File: src/hdl/mtp_params.svh
// timing, position and encoding constants for the microstep translator
`ifndef MTP_PARAMS_SVH
`define MTP_PARAMS_SVH

// ----------------------------------------------------------------
// widths
// ----------------------------------------------------------------
`define MTP_IDX_W 6
`define MTP_LVL_W 8
`define MTP_CNT_W 12

// ----------------------------------------------------------------
// timing
// ----------------------------------------------------------------
`define MTP_CLK_NS 50
`define MTP_OFF_NS 30000
`define MTP_OFF_CYC (`MTP_OFF_NS / `MTP_CLK_NS)
`define MTP_BLANK_NS 1000
`define MTP_BLANK_CYC (`MTP_BLANK_NS / `MTP_CLK_NS)
`define MTP_FAST_NUM 16'h0005
`define MTP_FAST_SHIFT 4

// ----------------------------------------------------------------
// positions, levels and resolution codes
// ----------------------------------------------------------------
`define MTP_HOME_IDX 6'h08
`define MTP_HOME_LVL 8'hb4
`define MTP_QUARTER 6'h10
`define MTP_RES_FULL 3'h0
`define MTP_RES_HALF 3'h1
`define MTP_RES_QUART 3'h2
`define MTP_RES_EIGHTH 3'h3
`define MTP_RES_SIXT 3'h7
`define MTP_SZ_FULL 6'h10
`define MTP_SZ_HALF 6'h08
`define MTP_SZ_QUART 6'h04
`define MTP_SZ_EIGHTH 6'h02
`define MTP_SZ_SIXT 6'h01
`endif

File: src/hdl/mtp_pkg.sv
// shared types of the microstep translator
package mtp_pkg;
`include "mtp_params.svh"

    typedef struct packed {
        logic src_a;
        logic snk_a;
        logic src_b;
        logic snk_b;
    } mtp_bridge_type;

    typedef enum logic [3:0] {
        PW_IDLE = 4'h1,
        PW_ON = 4'h2,
        PW_FAST = 4'h4,
        PW_SLOW = 4'h8
    } mtp_pwm_type;

    typedef struct packed {
        mtp_pwm_type st;
        logic [`MTP_CNT_W-1:0] cnt;
        logic [`MTP_CNT_W-1:0] blank;
        logic zc;
        mtp_bridge_type br;
    } mtp_phase_type;

    typedef struct packed {
        logic step;
        logic dir;
        logic [2:0] res;
        logic run_n;
        logic outs_off;
        logic sleep_n;
        logic overtemp;
        logic lockout;
        logic rail_fault;
        logic pump_low;
        logic trip1;
        logic trip2;
        logic zero1;
        logic zero2;
        logic tie_high;
    } mtp_pins_type;

    typedef struct packed {
        mtp_pins_type s1;
        mtp_pins_type s2;
        mtp_pins_type s3;
        mtp_pins_type filt;
        logic step_q;
        logic [`MTP_IDX_W-1:0] idx;
        logic [`MTP_LVL_W-1:0] lvl1;
        logic [`MTP_LVL_W-1:0] lvl2;
        logic neg1;
        logic neg2;
        logic mix1;
        logic mix2;
        mtp_phase_type ph1;
        mtp_phase_type ph2;
    } mtp_state_type;
endpackage : mtp_pkg

File: src/hdl/mtp_translator.sv
// translator, decay selection and fixed off-time chopper of a stepper bridge
`timescale 1ns/1ps
`include "mtp_params.svh"
module mtp_translator
    import mtp_pkg::*;
(
    input wire logic mclk_i,
    input wire logic rst_i,
    input wire logic step_i,
    input wire logic dir_i,
    input wire logic resolution_sel_0_i,
    input wire logic resolution_sel_1_i,
    input wire logic resolution_sel_2_i,
    input wire logic home_rst_n_i,
    input wire logic outputs_disable_i,
    input wire logic sleep_n_i,
    input wire logic overtemp_i,
    input wire logic supply_lockout_i,
    input wire logic sink_gate_rail_fault_i,
    input wire logic pump_rail_low_i,
    input wire logic sense_trip1_i,
    input wire logic sense_trip2_i,
    input wire logic zero_current1_i,
    input wire logic zero_current2_i,
    input wire logic offtime_resistor_pin_high_i,
    input wire logic [`MTP_CNT_W-1:0] offtime_cycles_i,
    output logic [`MTP_LVL_W-1:0] phase1_level_o,
    output logic [`MTP_LVL_W-1:0] phase2_level_o,
    output logic phase1_neg_o,
    output logic phase2_neg_o,
    output logic phase1_mixed_o,
    output logic phase2_mixed_o,
    output mtp_bridge_type bridge1_o,
    output mtp_bridge_type bridge2_o,
    output logic [`MTP_IDX_W-1:0] position_o
);

    // ------------------------------------------------------------
    // constants
    // ------------------------------------------------------------
    localparam logic [`MTP_CNT_W-1:0] OFF_CYC = `MTP_CNT_W'(`MTP_OFF_CYC);
    localparam logic [`MTP_CNT_W-1:0] BLANK_CYC = `MTP_CNT_W'(`MTP_BLANK_CYC);

    // ------------------------------------------------------------
    // functions
    // ------------------------------------------------------------
    // magnitude of sine at a sixteenth position, 8'hff is full scale
    function automatic logic [`MTP_LVL_W-1:0] sine_mag(input logic [`MTP_IDX_W-1:0] k);
        logic [4:0] m;
        logic [`MTP_LVL_W-1:0] v;
        m = k[4] ? (5'h10 - {1'h0, k[3:0]}) : {1'h0, k[3:0]};
        unique case (m)
            5'h00: v = 8'h00;
            5'h01: v = 8'h19;
            5'h02: v = 8'h32;
            5'h03: v = 8'h4a;
            5'h04: v = 8'h62;
            5'h05: v = 8'h78;
            5'h06: v = 8'h8e;
            5'h07: v = 8'ha2;
            5'h08: v = 8'hb4;
            5'h09: v = 8'hc5;
            5'h0a: v = 8'hd4;
            5'h0b: v = 8'he1;
            5'h0c: v = 8'hec;
            5'h0d: v = 8'hf4;
            5'h0e: v = 8'hfa;
            5'h0f: v = 8'hfe;
            5'h10: v = 8'hff;
            default: v = 8'hff;
        endcase
        return v;
    endfunction : sine_mag

    // sixteenths moved per step for a resolution code
    function automatic logic [`MTP_IDX_W-1:0] step_size(input logic [2:0] res);
        logic [`MTP_IDX_W-1:0] s;
        unique case (res)
            `MTP_RES_HALF: s = `MTP_SZ_HALF;
            `MTP_RES_QUART: s = `MTP_SZ_QUART;
            `MTP_RES_EIGHTH: s = `MTP_SZ_EIGHTH;
            `MTP_RES_SIXT: s = `MTP_SZ_SIXT;
            default: s = `MTP_SZ_FULL; // unused codes act as full step
        endcase
        return s;
    endfunction : step_size

    // next index, snapping to the grid of a coarse resolution first
    function automatic logic [`MTP_IDX_W-1:0] advance(
        input logic [`MTP_IDX_W-1:0] k,
        input logic fwd,
        input logic [2:0] res
    );
        logic [`MTP_IDX_W-1:0] sz;
        logic [`MTP_IDX_W-1:0] org;
        logic [`MTP_IDX_W-1:0] off;
        logic [`MTP_IDX_W-1:0] n;
        sz = step_size(res);
        org = (sz == `MTP_SZ_FULL) ? `MTP_HOME_IDX : '0;
        off = (k - org) & (sz - 6'h01);
        if (off != '0) begin
            n = fwd ? (k + (sz - off)) : (k - off);
        end else begin
            n = fwd ? (k + sz) : (k - sz);
        end
        return n;
    endfunction : advance

    // bridge gates for a chopper state and current polarity
    function automatic mtp_bridge_type gates(
        input mtp_pwm_type st,
        input logic neg,
        input logic zc
    );
        mtp_bridge_type b;
        b = '0;
        unique case (st)
            PW_IDLE: b = '0;
            PW_ON: begin
                b.src_a = !neg;
                b.snk_b = !neg;
                b.src_b = neg;
                b.snk_a = neg;
            end
            PW_FAST: begin
                b.src_a = neg && !zc;
                b.snk_b = neg && !zc;
                b.src_b = !neg && !zc;
                b.snk_a = !neg && !zc;
            end
            PW_SLOW: begin
                b.snk_a = !zc;
                b.snk_b = !zc;
            end
        endcase
        return b;
    endfunction : gates

    // one chopper step of a phase
    function automatic mtp_phase_type pwm_next(
        input mtp_phase_type p,
        input logic neg,
        input logic mixed,
        input logic trip,
        input logic zero,
        input logic run,
        input logic [`MTP_CNT_W-1:0] off_len,
        input logic [`MTP_CNT_W-1:0] tfast
    );
        mtp_phase_type n;
        logic [`MTP_CNT_W:0] cnt1;
        n = p;
        cnt1 = {1'h0, p.cnt} + 13'h0001;
        if (p.blank != '0) begin
            n.blank = p.blank - 12'h001;
        end
        if (!run) begin
            n.st = PW_IDLE;
            n.cnt = '0;
            n.blank = '0;
            n.zc = 1'h0;
        end else begin
            unique case (p.st)
                PW_IDLE: begin
                    n.st = PW_ON;
                    n.blank = BLANK_CYC;
                end
                PW_ON: if (trip && p.blank == '0) begin
                    n.st = (mixed && tfast != '0) ? PW_FAST : PW_SLOW;
                    n.cnt = '0;
                    n.blank = BLANK_CYC;
                    n.zc = 1'h0;
                end
                PW_FAST: begin
                    n.cnt = cnt1[`MTP_CNT_W-1:0];
                    n.zc = p.zc || zero;
                    if (cnt1 >= {1'h0, tfast}) begin
                        n.st = PW_SLOW;
                        n.blank = BLANK_CYC;
                    end
                end
                PW_SLOW: begin
                    n.cnt = cnt1[`MTP_CNT_W-1:0];
                    n.zc = p.zc || zero;
                    if (cnt1 >= {1'h0, off_len}) begin
                        n.st = PW_ON;
                        n.cnt = '0;
                        n.zc = 1'h0;
                        n.blank = BLANK_CYC;
                    end
                end
            endcase
        end
        n.br = gates(n.st, neg, n.zc);
        return n;
    endfunction : pwm_next

    // reset image: home levels, mixed decay, chopper idle
    function automatic mtp_state_type rst_state();
        mtp_state_type s;
        s = '0;
        s.idx = `MTP_HOME_IDX;
        s.lvl1 = `MTP_HOME_LVL;
        s.lvl2 = `MTP_HOME_LVL;
        s.mix1 = 1'h1;
        s.mix2 = 1'h1;
        s.ph1.st = PW_IDLE;
        s.ph2.st = PW_IDLE;
        return s;
    endfunction : rst_state

    localparam mtp_state_type ST_RST = rst_state();

    // ------------------------------------------------------------
    // state and decode
    // ------------------------------------------------------------
    mtp_state_type st_r;
    mtp_state_type st_nxt;
    mtp_pins_type pins;
    logic step_edge;
    logic go_home;
    logic outs_ok;
    logic [`MTP_IDX_W-1:0] nidx;
    logic [`MTP_LVL_W-1:0] lvl1_new;
    logic [`MTP_LVL_W-1:0] lvl2_new;
    logic [`MTP_CNT_W-1:0] off_len;
    logic [`MTP_CNT_W-1:0] tfast;
    logic [15:0] fast_prod;

    // pins gathered for the synchroniser
    assign pins = {step_i, dir_i, resolution_sel_2_i, resolution_sel_1_i,
                   resolution_sel_0_i, home_rst_n_i, outputs_disable_i, sleep_n_i,
                   overtemp_i, supply_lockout_i, sink_gate_rail_fault_i,
                   pump_rail_low_i, sense_trip1_i, sense_trip2_i,
                   zero_current1_i, zero_current2_i, offtime_resistor_pin_high_i};

    // translator control terms
    assign step_edge = st_r.filt.step && !st_r.step_q;
    assign go_home = !st_r.filt.run_n || !st_r.filt.sleep_n || st_r.filt.lockout;
    assign outs_ok = !go_home && !st_r.filt.outs_off && !st_r.filt.overtemp
                     && !st_r.filt.rail_fault && !st_r.filt.pump_low;
    assign nidx = go_home ? `MTP_HOME_IDX
                : step_edge ? advance(st_r.idx, st_r.filt.dir, st_r.filt.res)
                : st_r.idx;
    assign lvl1_new = sine_mag(nidx + `MTP_QUARTER);
    assign lvl2_new = sine_mag(nidx);

    // off-time from the timing pin, fast part is 5/16 of it
    assign off_len = st_r.filt.tie_high ? OFF_CYC
                : (offtime_cycles_i == '0) ? 12'h001 : offtime_cycles_i;
    assign fast_prod = {4'h0, off_len} * `MTP_FAST_NUM;
    assign tfast = fast_prod[15:`MTP_FAST_SHIFT];

    // ------------------------------------------------------------
    // next state
    // ------------------------------------------------------------
    always_comb begin
        st_nxt = st_r;
        st_nxt.s1 = pins;
        st_nxt.s2 = st_r.s1;
        st_nxt.s3 = st_r.s2;
        st_nxt.filt = (st_r.s2 & st_r.s3) | (st_r.filt & (st_r.s2 ^ st_r.s3));
        st_nxt.step_q = st_r.filt.step;
        st_nxt.idx = nidx;
        st_nxt.lvl1 = lvl1_new;
        st_nxt.lvl2 = lvl2_new;
        st_nxt.neg1 = (nidx + `MTP_QUARTER) >= 6'h20;
        st_nxt.neg2 = nidx >= 6'h20;
        if (go_home) begin
            st_nxt.mix1 = 1'h1;
            st_nxt.mix2 = 1'h1;
        end else if (step_edge) begin
            st_nxt.mix1 = lvl1_new < st_r.lvl1;
            st_nxt.mix2 = lvl2_new < st_r.lvl2;
        end
        st_nxt.ph1 = pwm_next(st_r.ph1, st_r.neg1, st_r.mix1, st_r.filt.trip1,
                              st_r.filt.zero1, outs_ok, off_len, tfast);
        st_nxt.ph2 = pwm_next(st_r.ph2, st_r.neg2, st_r.mix2, st_r.filt.trip2,
                              st_r.filt.zero2, outs_ok, off_len, tfast);
    end

    // state register
    always_ff @(posedge mclk_i or posedge rst_i) begin
        if (rst_i) begin
            st_r <= ST_RST;
        end else begin
            st_r <= st_nxt;
        end
    end

    // outputs straight from the state register
    assign phase1_level_o = st_r.lvl1;
    assign phase2_level_o = st_r.lvl2;
    assign phase1_neg_o = st_r.neg1;
    assign phase2_neg_o = st_r.neg2;
    assign phase1_mixed_o = st_r.mix1;
    assign phase2_mixed_o = st_r.mix2;
    assign bridge1_o = st_r.ph1.br;
    assign bridge2_o = st_r.ph2.br;
    assign position_o = st_r.idx;
endmodule : mtp_translator

File: config.mk
export PLATFORM = sky130hd
export DESIGN_NAME = mtp_translator
export DESIGN_NICKNAME = d
export VERILOG_FILES = /design/src/hdl/mtp_pkg.sv /design/src/hdl/mtp_translator.sv
export VERILOG_INCLUDE_DIRS = /design/src /design/src/hdl
export SDC_FILE = /design/constraint.sdc
export NUM_CORES = 1
export LEC_CHECK = 0
export BUFFER_PORTS_ARGS = -buffer_cell sky130_fd_sc_hd__buf_2
export CORE_ASPECT_RATIO = 1.75
export CORE_MARGIN = 4
export CORE_UTILIZATION = 58
export CTS_BUF_LIST = sky130_fd_sc_hd__clkbuf_4
export DETAILED_ROUTE_END_ITERATION = 12
export MAX_ROUTING_LAYER = met4
export PLACE_DENSITY = 0.79
export SKIP_CTS_REPAIR_TIMING = 1
export SLEW_MARGIN = 20
export SYNTH_ARGS = -nofsm -noshare
export SYNTH_HDL_FRONTEND = slang
export SYNTH_SLANG_ARGS = --single-unit
File: constraint.sdc
create_clock -name mclk_i -period 5.2 [get_ports mclk_i]
set_clock_uncertainty 0.05 [all_clocks]
set_input_delay 1.04 -clock mclk_i [delete_from_list [all_inputs] [get_ports mclk_i]]
set_output_delay 1.04 -clock mclk_i [all_outputs]
set_load 0.02 [all_outputs]
== Yosys cells after proc, flatten, opt, wreduce, memory -nomap -nowiden ==
Memory sizes are Yosys's and may differ from the RTL's.
Cells that the tools add are included.
W data, S select, Z words.

* Multiply operators: 1
* Bitwise operators: 5
* Multiplexer cells: 43
* Eq/ne operators: 25
* Reductions and logical operators: 39
* Order comparisons: 8
* Add/subtract/negate cells: 14

{| class="wikitable"
|+ Operator list
! kind !! number
|-
| $mux W29 || 6
|-
| $pmux W12 S4 || 2
|-
| $mux W12 || 6
|-
| $pmux W12 S3 || 2
|-
| $logic_not A12 Y1 || 3
|-
| $reduce_bool A12 Y1 || 3
|-
| $and A17 B17 Y17 || 2
|-
| $pmux W4 S4 || 2
|-
| $mux W6 || 5
|-
| $add A12 B1 Y13 const B || 2
|-
| $ge A13 B11 Y1 || 2
|-
| $ge A13 B12 Y1 || 2
|-
| $sub A12 B1 Y12 const B || 2
|-
| $mux W4 || 5
|-
| $pmux W5 S4 || 1
|-
| $sub A6 B6 Y6 || 3
|-
| $or A17 B17 Y17 || 1
|-
| $xor A17 B17 Y17 || 1
|-
| $eq A4 B1 Y1 const B || 4
|-
| $eq A4 B2 Y1 const B || 4
|-
| $eq A4 B3 Y1 const B || 4
|-
| $eq A4 B4 Y1 const B || 4
|-
| $lt A8 B8 Y1 || 2
|-
| $pmux W1 S4 || 4
|-
| 24 further kinds || 63
|}

* Memories: 2
* Flip-flop bits (word level): 161
* Bits of input ports: 31
* Output and inout port bits: 34
* ROM bits: 512

{| class="wikitable"
|+ Memories
! name !! depth !! bits a word !! read ports !! clocked after Yosys merged registers in !! write ports !! RTL line !! text
|-
| (no name shown) || 32 || 8 || 1 || 0 || 0 || mtp_translator.sv:52 || <nowiki>unique case (m)</nowiki>
|-
| (no name shown) || 32 || 8 || 1 || 0 || 0 || mtp_translator.sv:52 ||
|}

== Longest topological paths before layout ==
Gate-level depths: netlist of the first run.
An unclocked memory read counts as a cell.

* Word-level depth: 19
* Gate-level depth with buffers: 29

== Worst setup path before layout of the first run ==
OpenSTA, ideal clock, no wires.

* Kind: reg-to-reg
* From: reg st_r[106] (netlist bit)
* To: reg st_r, in the netlist phase1_mixed_o
* Stages on the path, launching flop included: 29
* Arrival: 5.621 ns
* Path buffers: 2
* Required time: 5.071 ns
* Period minus slack after synthesis: 5.749 ns
* Setup slack: -0.549 ns
* Path through: dfrtp_1 > buf_2 > nand2b_1 > a21oi_1 > ha_1 > ha_1 > a21oi_1 > a21oi_1 > ha_1 > ha_1 > a21oi_1 > mux2i_1 > nor3_2 > a22oi_4 > or2_2 > buf_4 > a21oi_1 > ha_1 > inv_1 > a31oi_1 > a2111oi_0 > a21oi_1 > ha_1 > a21o_1 > a21oi_1 > nor2b_1 > a2111oi_0 > nand4_1 > o21ai_0

* Word-level cells in the longest chain between the ends: 19
* Elaborated cells between the ends (all ways): 28
* Classes of those cells: add/sub: 9; order compare: 1; eq/ne: 5; mux: 10; bitwise: 1; reduce/logical: 1; memory: 1

{| class="wikitable"
|+ Ends and longest elaborated chain
! element !! RTL line !! text
|-
| start: declaration || mtp_translator.sv:217 || <nowiki>mtp_state_type st_r;</nowiki>
|-
| start signal: assignment || mtp_translator.sv:287 || <nowiki>st_r <= st_nxt;</nowiki>
|-
| $eq A3 B3 Y1, or another cell as far along || mtp_translator.sv:78 || <nowiki>unique case (res)</nowiki>
|-
| $pmux W5 S4 * || mtp_translator.sv:78 ||
|-
| $eq A6 B5 Y1 (no source line) || n/a ||
|-
| $mux W4 || mtp_translator.sv:99 || <nowiki>org = (sz == `MTP_SZ_FULL) ? `MTP_HOME_IDX : '0;</nowiki>
|-
| $sub A6 B4 Y6 || mtp_translator.sv:100 || <nowiki>off = (k - org) & (sz - 6'h01);</nowiki>
|-
| $and A6 B6 Y6 || mtp_translator.sv:100 ||
|-
| $sub A6 B6 Y6 || mtp_translator.sv:102 || <nowiki>n = fwd ? (k + (sz - off)) : (k - off);</nowiki>
|-
| $add A6 B6 Y6 || mtp_translator.sv:102 ||
|-
| [... 4 more ...] || n/a ||
|-
| $add A6 B5 Y6 (no source line) * || n/a ||
|-
| $sub A5 B4 Y5 || mtp_translator.sv:51 || <nowiki>m = k[4] ? (5'h10 - {1'h0, k[3:0]}) : {1'h0, k[3:0]};</nowiki>
|-
| $mux W5 * || mtp_translator.sv:51 ||
|-
| $mem_v2 Z32 W8 * || n/a ||
|-
| via lvl1_new[4] || mtp_translator.sv:224 || <nowiki>logic [`MTP_LVL_W-1:0] lvl1_new;</nowiki>
|-
| $lt A8 B8 Y1 * || mtp_translator.sv:273 || <nowiki>st_nxt.mix1 = lvl1_new < st_r.lvl1;</nowiki>
|-
| $mux W2 * || mtp_translator.sv:272 || <nowiki>end else if (step_edge) begin</nowiki>
|-
| $mux W2 * || mtp_translator.sv:269 || <nowiki>if (go_home) begin</nowiki>
|}

Mark *: on every way through the listed nets, which the timed path passes. The rest lies on a longest branch. The select of a mux whose other input is x is not followed.
A chain may end at the register's enable or synchronous reset.

== Worst setup path in the final report of the first run ==
* From: reg st_r[106] (netlist bit)
* To: reg st_r, in the netlist phase2_mixed_o

* Word-level cells in the longest chain between the ends: 18
* Elaborated cells between the ends (all ways): 27
* Classes of those cells: add/sub: 8; order compare: 1; eq/ne: 5; mux: 10; bitwise: 1; reduce/logical: 1; memory: 1

{| class="wikitable"
|+ Ends and longest elaborated chain
! element !! RTL line !! text
|-
| $eq A3 B3 Y1, or another cell as far along || mtp_translator.sv:78 ||
|-
| $pmux W5 S4 * || mtp_translator.sv:78 ||
|-
| $eq A6 B5 Y1 (no source line) || n/a ||
|-
| $mux W4 || mtp_translator.sv:99 ||
|-
| $sub A6 B4 Y6 || mtp_translator.sv:100 ||
|-
| $and A6 B6 Y6 || mtp_translator.sv:100 ||
|-
| $sub A6 B6 Y6 || mtp_translator.sv:102 ||
|-
| $add A6 B6 Y6 || mtp_translator.sv:102 ||
|-
| [... 3 more ...] || n/a ||
|-
| $mux W6 * || mtp_translator.sv:242 || <nowiki>assign nidx = go_home ? `MTP_HOME_IDX</nowiki>
|-
| $sub A5 B4 Y5 || mtp_translator.sv:51 ||
|-
| $mux W5 * || mtp_translator.sv:51 ||
|-
| $mem_v2 Z32 W8 * || n/a ||
|-
| via lvl2_new[6] || mtp_translator.sv:225 || <nowiki>logic [`MTP_LVL_W-1:0] lvl2_new;</nowiki>
|-
| $lt A8 B8 Y1 * || mtp_translator.sv:274 || <nowiki>st_nxt.mix2 = lvl2_new < st_r.lvl2;</nowiki>
|-
| $mux W2 * || mtp_translator.sv:272 ||
|-
| $mux W2 * || mtp_translator.sv:269 ||
|}

Marked as above.

==> metrics.txt, run 1 <==
share of cells above drive strength 1 21.5%; hold crit path type register to register; Reg2Reg Launch Point st_r[106]; arrival time at the worst endpoint just under 6 ns; via density per instance 5.96; DRC viols 0; final WL 26900 µm; FMAX 187 MHz; Post-Syn Area about 0.011 mm²; Starting Density 58.7%; status finished, violations left; routing usage on met3 3.42%; WL/cell about 18 µm; Startpoint Class register; register share of total power 45.6%; largest net degree at the start of global routing 162; slowest CP cell dfrtp_1; IO Pins 65; post-synth net total 1301; synthesis warning total 0; setup_tns -0.158 ns; Sink Count 161; ys flop type dfrtp_1; vias in the first global route 9167; Bufs on Longest Clock Path 2; P&R area growth vs syn 13.9%; fin worst setup slack -0.146 ns; Core Box Area between 0.015 and 0.02 mm²; endpoints failing setup 2; WHS 0.313 ns; FFs w/ async S/R, synth 100%; Routed Antenna Nets 0; Final nets approximately 1.4k; post-detail-place hpwl 21000 µm; top cells by area, synth dfrtp_1 34%, ha_1 15%, nor2_1 3.2%; Net Sw Frac roughly a third; Synth Instances 1139; Yosys top cell area share 34.1%; Starting DRT DRC Count 479; Placed Area approximately 0.012 mm²; internal power around 1.9 mW; Crit. End Element register; most instantiated cells after synthesis 148 x dfrtp_1, 128 x ha_1, 92 x nor2_1, 84 x inv_1, 65 x nand2_1; Switch Pwr 1.03 mW; Distinct cells, synth 87; fin area 0.0124 mm²; Post-Place Cells 1473; Fin. Hold Viols 0; Slew headroom about 39%; Worst path max stage delay 0.43 ns; DR vias 9001; fin cells 1511; Crit Path Category register to register; drt pass-1 iters 5; share of total power in the clock network 22.2%; syn avg cell area 9.53 µm²; pre-CTS setup slack -0.209 ns; Worst Tran Pin Value approximately 0.9 ns; met1 Use GR 25.2%; GRT busiest layer met2; Die Height 189 µm; clk slew on worst S/H paths approximately 0.14 ns; IO buf count 64; Tcrit/Tclk final 103%; # rows 66; fill cell count 1548; top-count cell post-synth dfrtp_1; CTS tree done; min-delay src st_nxt[134]; Max VDD drop about 0.00024 V; post-synthesis sequential area ratio 37.3%; cell taking the most area after synthesis dfrtp_1; Max-cap violations 0; CP Max Fanout 5; register bit total from synthesis 161; Critical Path RT 5.65 ns; Logic pwr share about a third; RSZ-0062 raised after global routing true; Die X 111 µm; grt total ovfl 0; Lkg Pwr 6.10 nW; PD cells 238 mW/mm²; fin. max-slew vios 0; initial antenna violation count 1; CTS Buf Count 17; met2 usage 50.2%; GRT Util Overall 26.3%; first-pass GRT wire length about 44000 µm; CP startpoint st_r[106]; H-tree lvl count 4; failing checks negative setup slack; GPL Wtd Cong between 0.9 and 1; Die ar. 0.0211 mm²; Clk Latency, worst-skew pair 0.56 ns; minimum clock period 5.35 ns; EDFF count, synth 0; Clock Tree Root clkbuf_4
[state kept, by name, indices dropped and copies added (netlist names)]
register        count
bridge2_o           4
phase1_neg_o        1
phase1_level_o      8
phase2_level_o      8
phase2_mixed_o      1
st_nxt             35
st_r               92
position_o          6
phase1_mixed_o      1
phase2_neg_o        1
bridge1_o           4
[critical path: cells and delay by family, from the launching register on]
kind | cells | cell delay, ns
mux | 3 | 0.86
compound gates | 8 | 1.28
buf+inv | 2 | 0.24
flops | 1 | 0.43
simple gates | 6 | 0.89
fa+ha+maj | 6 | 1.54
[routing by layer]
| metal | wire, µm | part of all wire (%) |
|---|---|---|
| met1 | 9460 | 35 |
| met2 | 15100 | 56 |
| met3 | 771 | 2.9 |
| met4 | 1520 | 5.7 |
| met5 | 0 | 0 |
[worst paths after layout]
path	end	slack, ns	depth (start not counted)
max	phase2_mixed_o	-0.15	25
min	st_nxt[117]	0.31	0
max reg2reg	phase2_mixed_o	-0.15	25
min reg2reg	st_nxt[117]	0.31	0
max in group asynchronous	st_nxt[133]	3.79	3
min in group asynchronous	st_r[102]	0.62	3
[layout make-up]
type | count | area [µm²] | share of cell area [%]
multi-input cells | 834 | 6400 | 51.7
flip-flops and latches | 161 | 4050 | 32.7
repair buffers | 160 | 1070 | 8.65
inverters | 85 | 323 | 2.61
well taps | 238 | 298 | 2.41
clock buffers | 17 | 128 | 1.03
clock inverters | 15 | 104 | 0.839
diodes | 1 | 2.50 | 0.0202
[layout by cell type, fill, tap and decap left out, drive strengths merged, types with 8 or more instances in the layout]
cell type,Yosys,final
clkbuf,17,17
xnor2,38,38
a31oi,14,14
nand4,11,11
nand3,24,24
buf,42,160
a21o,35,35
nand2b,23,23
dfrtp,148,148
nor2b,15,15
and2,8,8
o21ai,55,55
clkinv,0,8
nor3,20,20
a22o,11,11
nor4,16,16
xor2,17,17
nor4b,8,8
nand2,65,65
o21a,10,10
o31ai,8,8
o211ai,18,18
a211oi,10,10
mux2i,15,15
or2,12,12
ha,128,128
and3,13,13
nor2,92,92
inv,85,91
a21oi,59,59
dfstp,13,13
[metrics by stage]
stage | power (mW) | utilization [%]
CTS | 2.90 | 65.7
global placement | 2.22 | 64.4
detailed placement | 2.24 | 64.4
finish | 2.95 | 66.9
global route | 3.13 | 66.9
floorplan | 1.94 | -
[logic make-up (layout without fill, tap and decap cells)]
group,count (synthesis),in the layout,synth area share (%)
flip-flops,161,161,37.3
buffers and inverters,144,277,6.28
AND/OR/NAND/NOR,339,339,16.3
XOR/XNOR,55,55,4.44
other,0,1,0
multiplexers,17,17,1.62
adder cells (fa/ha/maj),134,134,15.6
AO/OA/AOI/OAI,289,289,18.5
[power by group through the flow]
stage | Sequential, mW | Combinational [mW] | Clock [mW]
global placement | 1.36 | 0.858 | 0
floorplan | 1.35 | 0.584 | 0
global route | 1.35 | 1.04 | 0.733
finish | 1.34 | 0.950 | 0.654
detailed placement | 1.37 | 0.876 | 0
CTS | 1.34 | 0.882 | 0.679
Power figures use the tool's default switching activity.
==> inputs of run 2 (changes only) <==
- SETUP_SLACK_MARGIN: default -> 0.1
==> metrics.txt, run 2 (same netlist as run 1, synthesis figures left out) <==
CTS tree done; P&R area growth vs syn 16.9%; most used cell, CP ha_4; Top reg by flops st_r; Die Height 189 µm (unchanged); Net Sw Frac 34.2% (-0.65 points); Final nets 1442 (+1.5%); minimum clock period 5.36 ns (+0.0121 ns); share of cells above drive strength 1 23.7% (+2.1 points); register share of total power 42.8% (-2.8 points); share of total power in the clock network 25.3% (+3.1 points); Die ar. 0.0211 mm² (unchanged); Placed Area 0.0121 mm² (+1.1%); Fin. Hold Viols 0 (unchanged); via density per instance 5.95 (about the same); post-detail-place hpwl 21200 µm (+0.87%); CP delay by family, top compound AO/OA/AOI/OAI gates; Starting DRT DRC Count 473 (-1.3%); GRT Util Overall 26.7% (+0.42 points); Max VDD drop 0.000180 V (-25%); clk slew on worst S/H paths 0.16 ns (+0.02 ns); H-tree lvl count 4 (unchanged); Startpoint Class register; WL/cell 18.1 µm (+1.6%); IO Pins 65 (unchanged); Bufs on Longest Clock Path 2 (unchanged); Switch Pwr 1.07 mW (+4.4%); # rows 66 (unchanged); RSZ-0062 raised after global routing true; FMAX 187 MHz (-0.23%); final WL 27700 µm (+3.0%); IO buf count 64 (unchanged); initial antenna violation count 1 (unchanged); Logic pwr share 31.8% (-0.4 points); grt total ovfl 0 (unchanged); WHS 0.313 ns (-0.0000830 ns); Clock Tree Root clkbuf_4; Critical Path RT 5.69 ns (+0.04 ns); Max-cap violations 0 (unchanged); Routed Antenna Nets 0 (unchanged); Largest register FFs 92 (unchanged); PD cells 247 mW/mm² (+3.7%); slowest CP cell dfrtp_1; Lkg Pwr 6.24 nW (+2.2%); commonest non-fill, non-tap cell in the layout dfrtp_1; DR vias 9119 (+1.3%); internal power 2.06 mW (+7.5%); R2R depth 25 (unchanged); Clk Latency, worst-skew pair 0.58 ns (+0.02 ns); status finished, violations left; largest net degree at the start of global routing 162 (unchanged); Hold Path Depth 0 (unchanged); Buf/Inv on CP 2 (unchanged); Worst path max stage delay 0.45 ns (+0.02 ns); most frequent cells in the layout 148 x dfrtp_1, 120 x ha_1, 114 x buf_4, 91 x nor2_1, 80 x inv_1; Sink Count 161 (unchanged); Tcrit/Tclk final 103% (+0.23 points); Post-Place Cells 1489 (+1.1%); Power, Total 3.14 mW (+6.4%); Core Box Area 0.0185 mm² (unchanged); CP Max Fanout 4 (-1); fin worst setup slack -0.158 ns (-0.0121 ns); endpoints failing setup 1 (-1); WP depth 25 (unchanged); drt pass-1 iters 4 (-1); Crit. End Element register; fin area 0.0127 mm² (+2.6%); Crit Path Category register to register; CTS Buf Count 17 (unchanged); fin cells 1532 (+1.4%); Die X 111 µm (unchanged); GPL Wtd Cong 0.967 (-0.58%); arrival time at the worst endpoint 5.84 ns (+0.04 ns); fin. max-slew vios 0 (unchanged); DRC viols 0 (unchanged); vias in the first global route 9239 (+0.79%); first-pass GRT wire length 44100 µm (+0.95%); Worst Tran Pin Value 1.08 ns (+0.177 ns); Starting Density 58.7% (unchanged); Slew headroom 27.1% (-12 points); hold crit path type register to register; failing checks negative setup slack
[run 2: cell types whose count changed in the layout (fill, tap and decap cells not counted), sizes merged]
cell / change
buf: +21
bufinv: +2
clkbuf: +1
clkinv: -3
[run 2: cell type report]
type | instances | area [µm²]
clock buffer | 18 | 135
timing repair buffer | 181 | 1220
antenna | 1 | 2.50
sequential | 161 | 4050
tap | 238 | 298
fill | 1464 | 5800
clock inverter | 14 | 169
multi-input combinational | 834 | 6500
inverter | 85 | 323
[run 2: metrics by stage]
| step | TNS (ns) | worst slack (ns) | utilization [%] |
|---|---|---|---|
| 2_1_floorplan | -0.0393 | -0.0393 | - |
| 3_3_place_gp | 0 | 0.0194 | 65.2 |
| 3_5_place_dp | -1.19 | -0.152 | 65.2 |
| 4_1_cts | -0.372 | -0.243 | 66.8 |
| 5_1_grt | -0.620 | -0.386 | 68.6 |
| 6_report | -0.158 | -0.158 | 68.6 |
[run 2: path summary, 6_finish.rpt]
kind | start | to | slack (ns)
worst max-delay path | st_r[106] | phase2_mixed_o | -0.16
worst min-delay path | st_nxt[136] | st_nxt[119] | 0.31
worst max register to register | st_r[106] | phase2_mixed_o | -0.16
worst min register to register | st_nxt[136] | st_nxt[119] | 0.31
max in group asynchronous | rst_i | st_nxt[130] | 3.76
min in group asynchronous | rst_i | st_r[102] | 0.55
[run 2: routing by layer]
metal  wire length (µm)  part of all wire, %  vias up  global-route usage, %
li1                   -                    -     4365                      -
met1               9610                   35     4373                   25.2
met2              15400                   56      254                   50.5
met3                773                  2.8      127                   3.68
met4               1840                  6.6        0                   16.1
met5                  0                    0        -                      -
[run 2: power groups by stage]
stage	Combinational [mW]	Sequential (mW)	Clock, mW
final	0.999	1.34	0.794
after global routing	1.09	1.35	0.875
after CTS	0.905	1.34	0.827
after detailed placement	0.898	1.37	0
after global placement	0.874	1.36	0
after floorplan	0.593	1.35	0
==> inputs of run 3 (changes only) <==
- CELL_PAD_IN_SITES_DETAIL_PLACEMENT: default -> 1
- CELL_PAD_IN_SITES_GLOBAL_PLACEMENT: default -> 2
- CORE_UTILIZATION: 58 -> 37
- PLACE_DENSITY: 0.79 -> 0.78
==> metrics.txt, run 3 (same netlist as run 1, synthesis figures left out) <==
Starting Density 37.7% (-21 points); fin. max-slew vios 0 (unchanged); highest metal used met4; met2 WL post-DR 18300 µm (+18%); Fin. Hold Viols 0 (unchanged); endpoints failing setup 1 (unchanged); Buf/Inv on CP 3 (+1); final WL 31500 µm (+14%); pre-CTS setup slack -0.338 ns (-0.186 ns); Die X 138 µm (+23%); Logic pwr share 33.0% (+1.2 points); Lkg Pwr 6.35 nW (+1.8%); Worst path max stage delay 0.44 ns (about the same); CTS Buf Count 17 (unchanged); Core Box Area 0.0288 mm² (+56%); final core occ 45.2% (-23 points); Sink Count 161 (unchanged); fin worst setup slack -0.0102 ns (+0.148 ns); FMAX 192 MHz (+2.8%); FF-to-FF setup slack -0.01 ns (+0.15 ns); GRT Util Overall 20.5% (-6.2 points); status finished, violations left; Startpoint Class register; CP Max Fanout 4 (unchanged); internal power 2.04 mW (-1.4%); largest net degree at the start of global routing 154 (-4.9%); fin area 0.0130 mm² (+2.8%); Critical Path RT 5.71 ns (+0.02 ns); Switch Pwr 1.12 mW (+4.1%); DRC viols 0 (unchanged); arrival time at the worst endpoint 5.72 ns (-0.12 ns); Crit. End Element register; grt total ovfl 0 (unchanged); CP delay by family, top adder cells; Routed Antenna Nets 0 (unchanged); Die ar. 0.0323 mm² (+53%); share of cells above drive strength 1 25.1% (+1.4 points); Top reg by flops st_r; register share of total power 42.6% (-0.2 points); Clk Latency, worst-skew pair 0.62 ns (+0.04 ns); fill cell count 3343 (+130%); IO buf count 64 (unchanged); R2R depth 26 (+4.0%); total length of routed met3 wires 613 µm (-21%); met1 WL 11200 µm (+17%); clk slew on worst S/H paths 0.15 ns (about the same); CTS tree done; RSZ-0062 raised after global routing true; Bufs on Longest Clock Path 2 (unchanged); DR vias 9198 (+0.87%); share of total power in the clock network 24.4% (-0.9 points); most used cell, CP ha_4; initial antenna violation count 1 (unchanged); drt pass-1 iters 4 (unchanged); P&R area growth vs syn 20.1%; slowest CP cell dfrtp_1; Slew headroom 39.0% (+12 points); minimum clock period 5.21 ns (-0.148 ns); Final nets 1467 (+1.7%); WL/cell 18.6 µm (+3.0%); Max VDD drop 0.000126 V (-30%); GPL Wtd Cong 0.870 (-10%); Crit Path Category register to register; hold crit path type input pin to asynchronous set/reset pin; Starting DRT DRC Count 246 (-48%); failing checks negative setup slack; H-tree lvl count 4 (unchanged); # rows 82 (+24%); Largest register FFs 92 (unchanged); Placed Area 0.0124 mm² (+2.7%); vias in the first global route 9911 (+7.3%); commonest non-fill, non-tap cell in the layout dfrtp_1; Worst Tran Pin Value 0.915 ns (-0.163 ns); Clock Tree Root clkbuf_4; IO Pins 65 (unchanged); Max-cap violations 0 (unchanged); WHS 0.278 ns (-0.0354 ns); post-detail-place hpwl 24900 µm (+17%); Tcrit/Tclk final 100% (-2.8 points); Power, Total 3.15 mW (+0.47%); PD cells 242 mW/mm² (-2.2%); first-pass GRT wire length 50600 µm (+15%); most frequent cells in the layout 145 x dfrtp_1, 134 x buf_4, 120 x ha_1, 92 x nor2_1, 82 x inv_1; via density per instance 5.42 (-8.9%); Reg2Reg Launch Point st_r[106]; Worst R2R End phase2_mixed_o; Net Sw Frac 35.4% (+1.3 points); Die Height 235 µm (+24%)
run 3: through the flow:
stage | cells | TNS [ns]
global placement | 1647 | -0.807
detailed placement | 1647 | -1.64
CTS | 1679 | -0.600
floorplan | 1139 | -0.0393
global route | 1697 | -0.507
finish | 1697 | -0.0102
run 3: power groups by stage:
stage	clock network [mW]	registers [mW]	logic (mW)
2_1_floorplan	0	1.35	0.593
3_3_place_gp	0	1.36	0.927
3_5_place_dp	0	1.37	0.953
4_1_cts	0.815	1.34	0.958
5_1_grt	0.872	1.35	1.15
6_report	0.768	1.34	1.04
run 3: metal layers:
metal	vias up	GRT usage [%]
li1	4403	-
met1	4598	20.1
met2	126	38.4
met3	71	3.08
met4	0	9.53
met5	-	-
run 3: cell type report:
class                      instances  area (µm²)  area share (%)
clock inverter                    15         144            1.10
multi-input combinational        834        6490            49.8
timing repair buffer             206        1430            11.0
sequential                       161        4050            31.0
antenna                            1        2.50          0.0192
tap                              378         473            3.63
inverter                          85         323            2.47
clock buffer                      17         128           0.978
run 3: worst max path at each step:
stage / to / startpoint / slack, ns / cells past startpoint
after floorplan: phase1_mixed_o / st_r[107] / -0.04 / 25
after global placement: phase1_mixed_o / st_r[106] / -0.11 / 29
after detailed placement: phase1_mixed_o / st_r[107] / -0.34 / 29
after CTS: phase1_mixed_o / st_r[107] / -0.41 / 29
after global routing: phase1_mixed_o / st_r[106] / -0.27 / 26
final: phase2_mixed_o / st_r[106] / -0.01 / 26
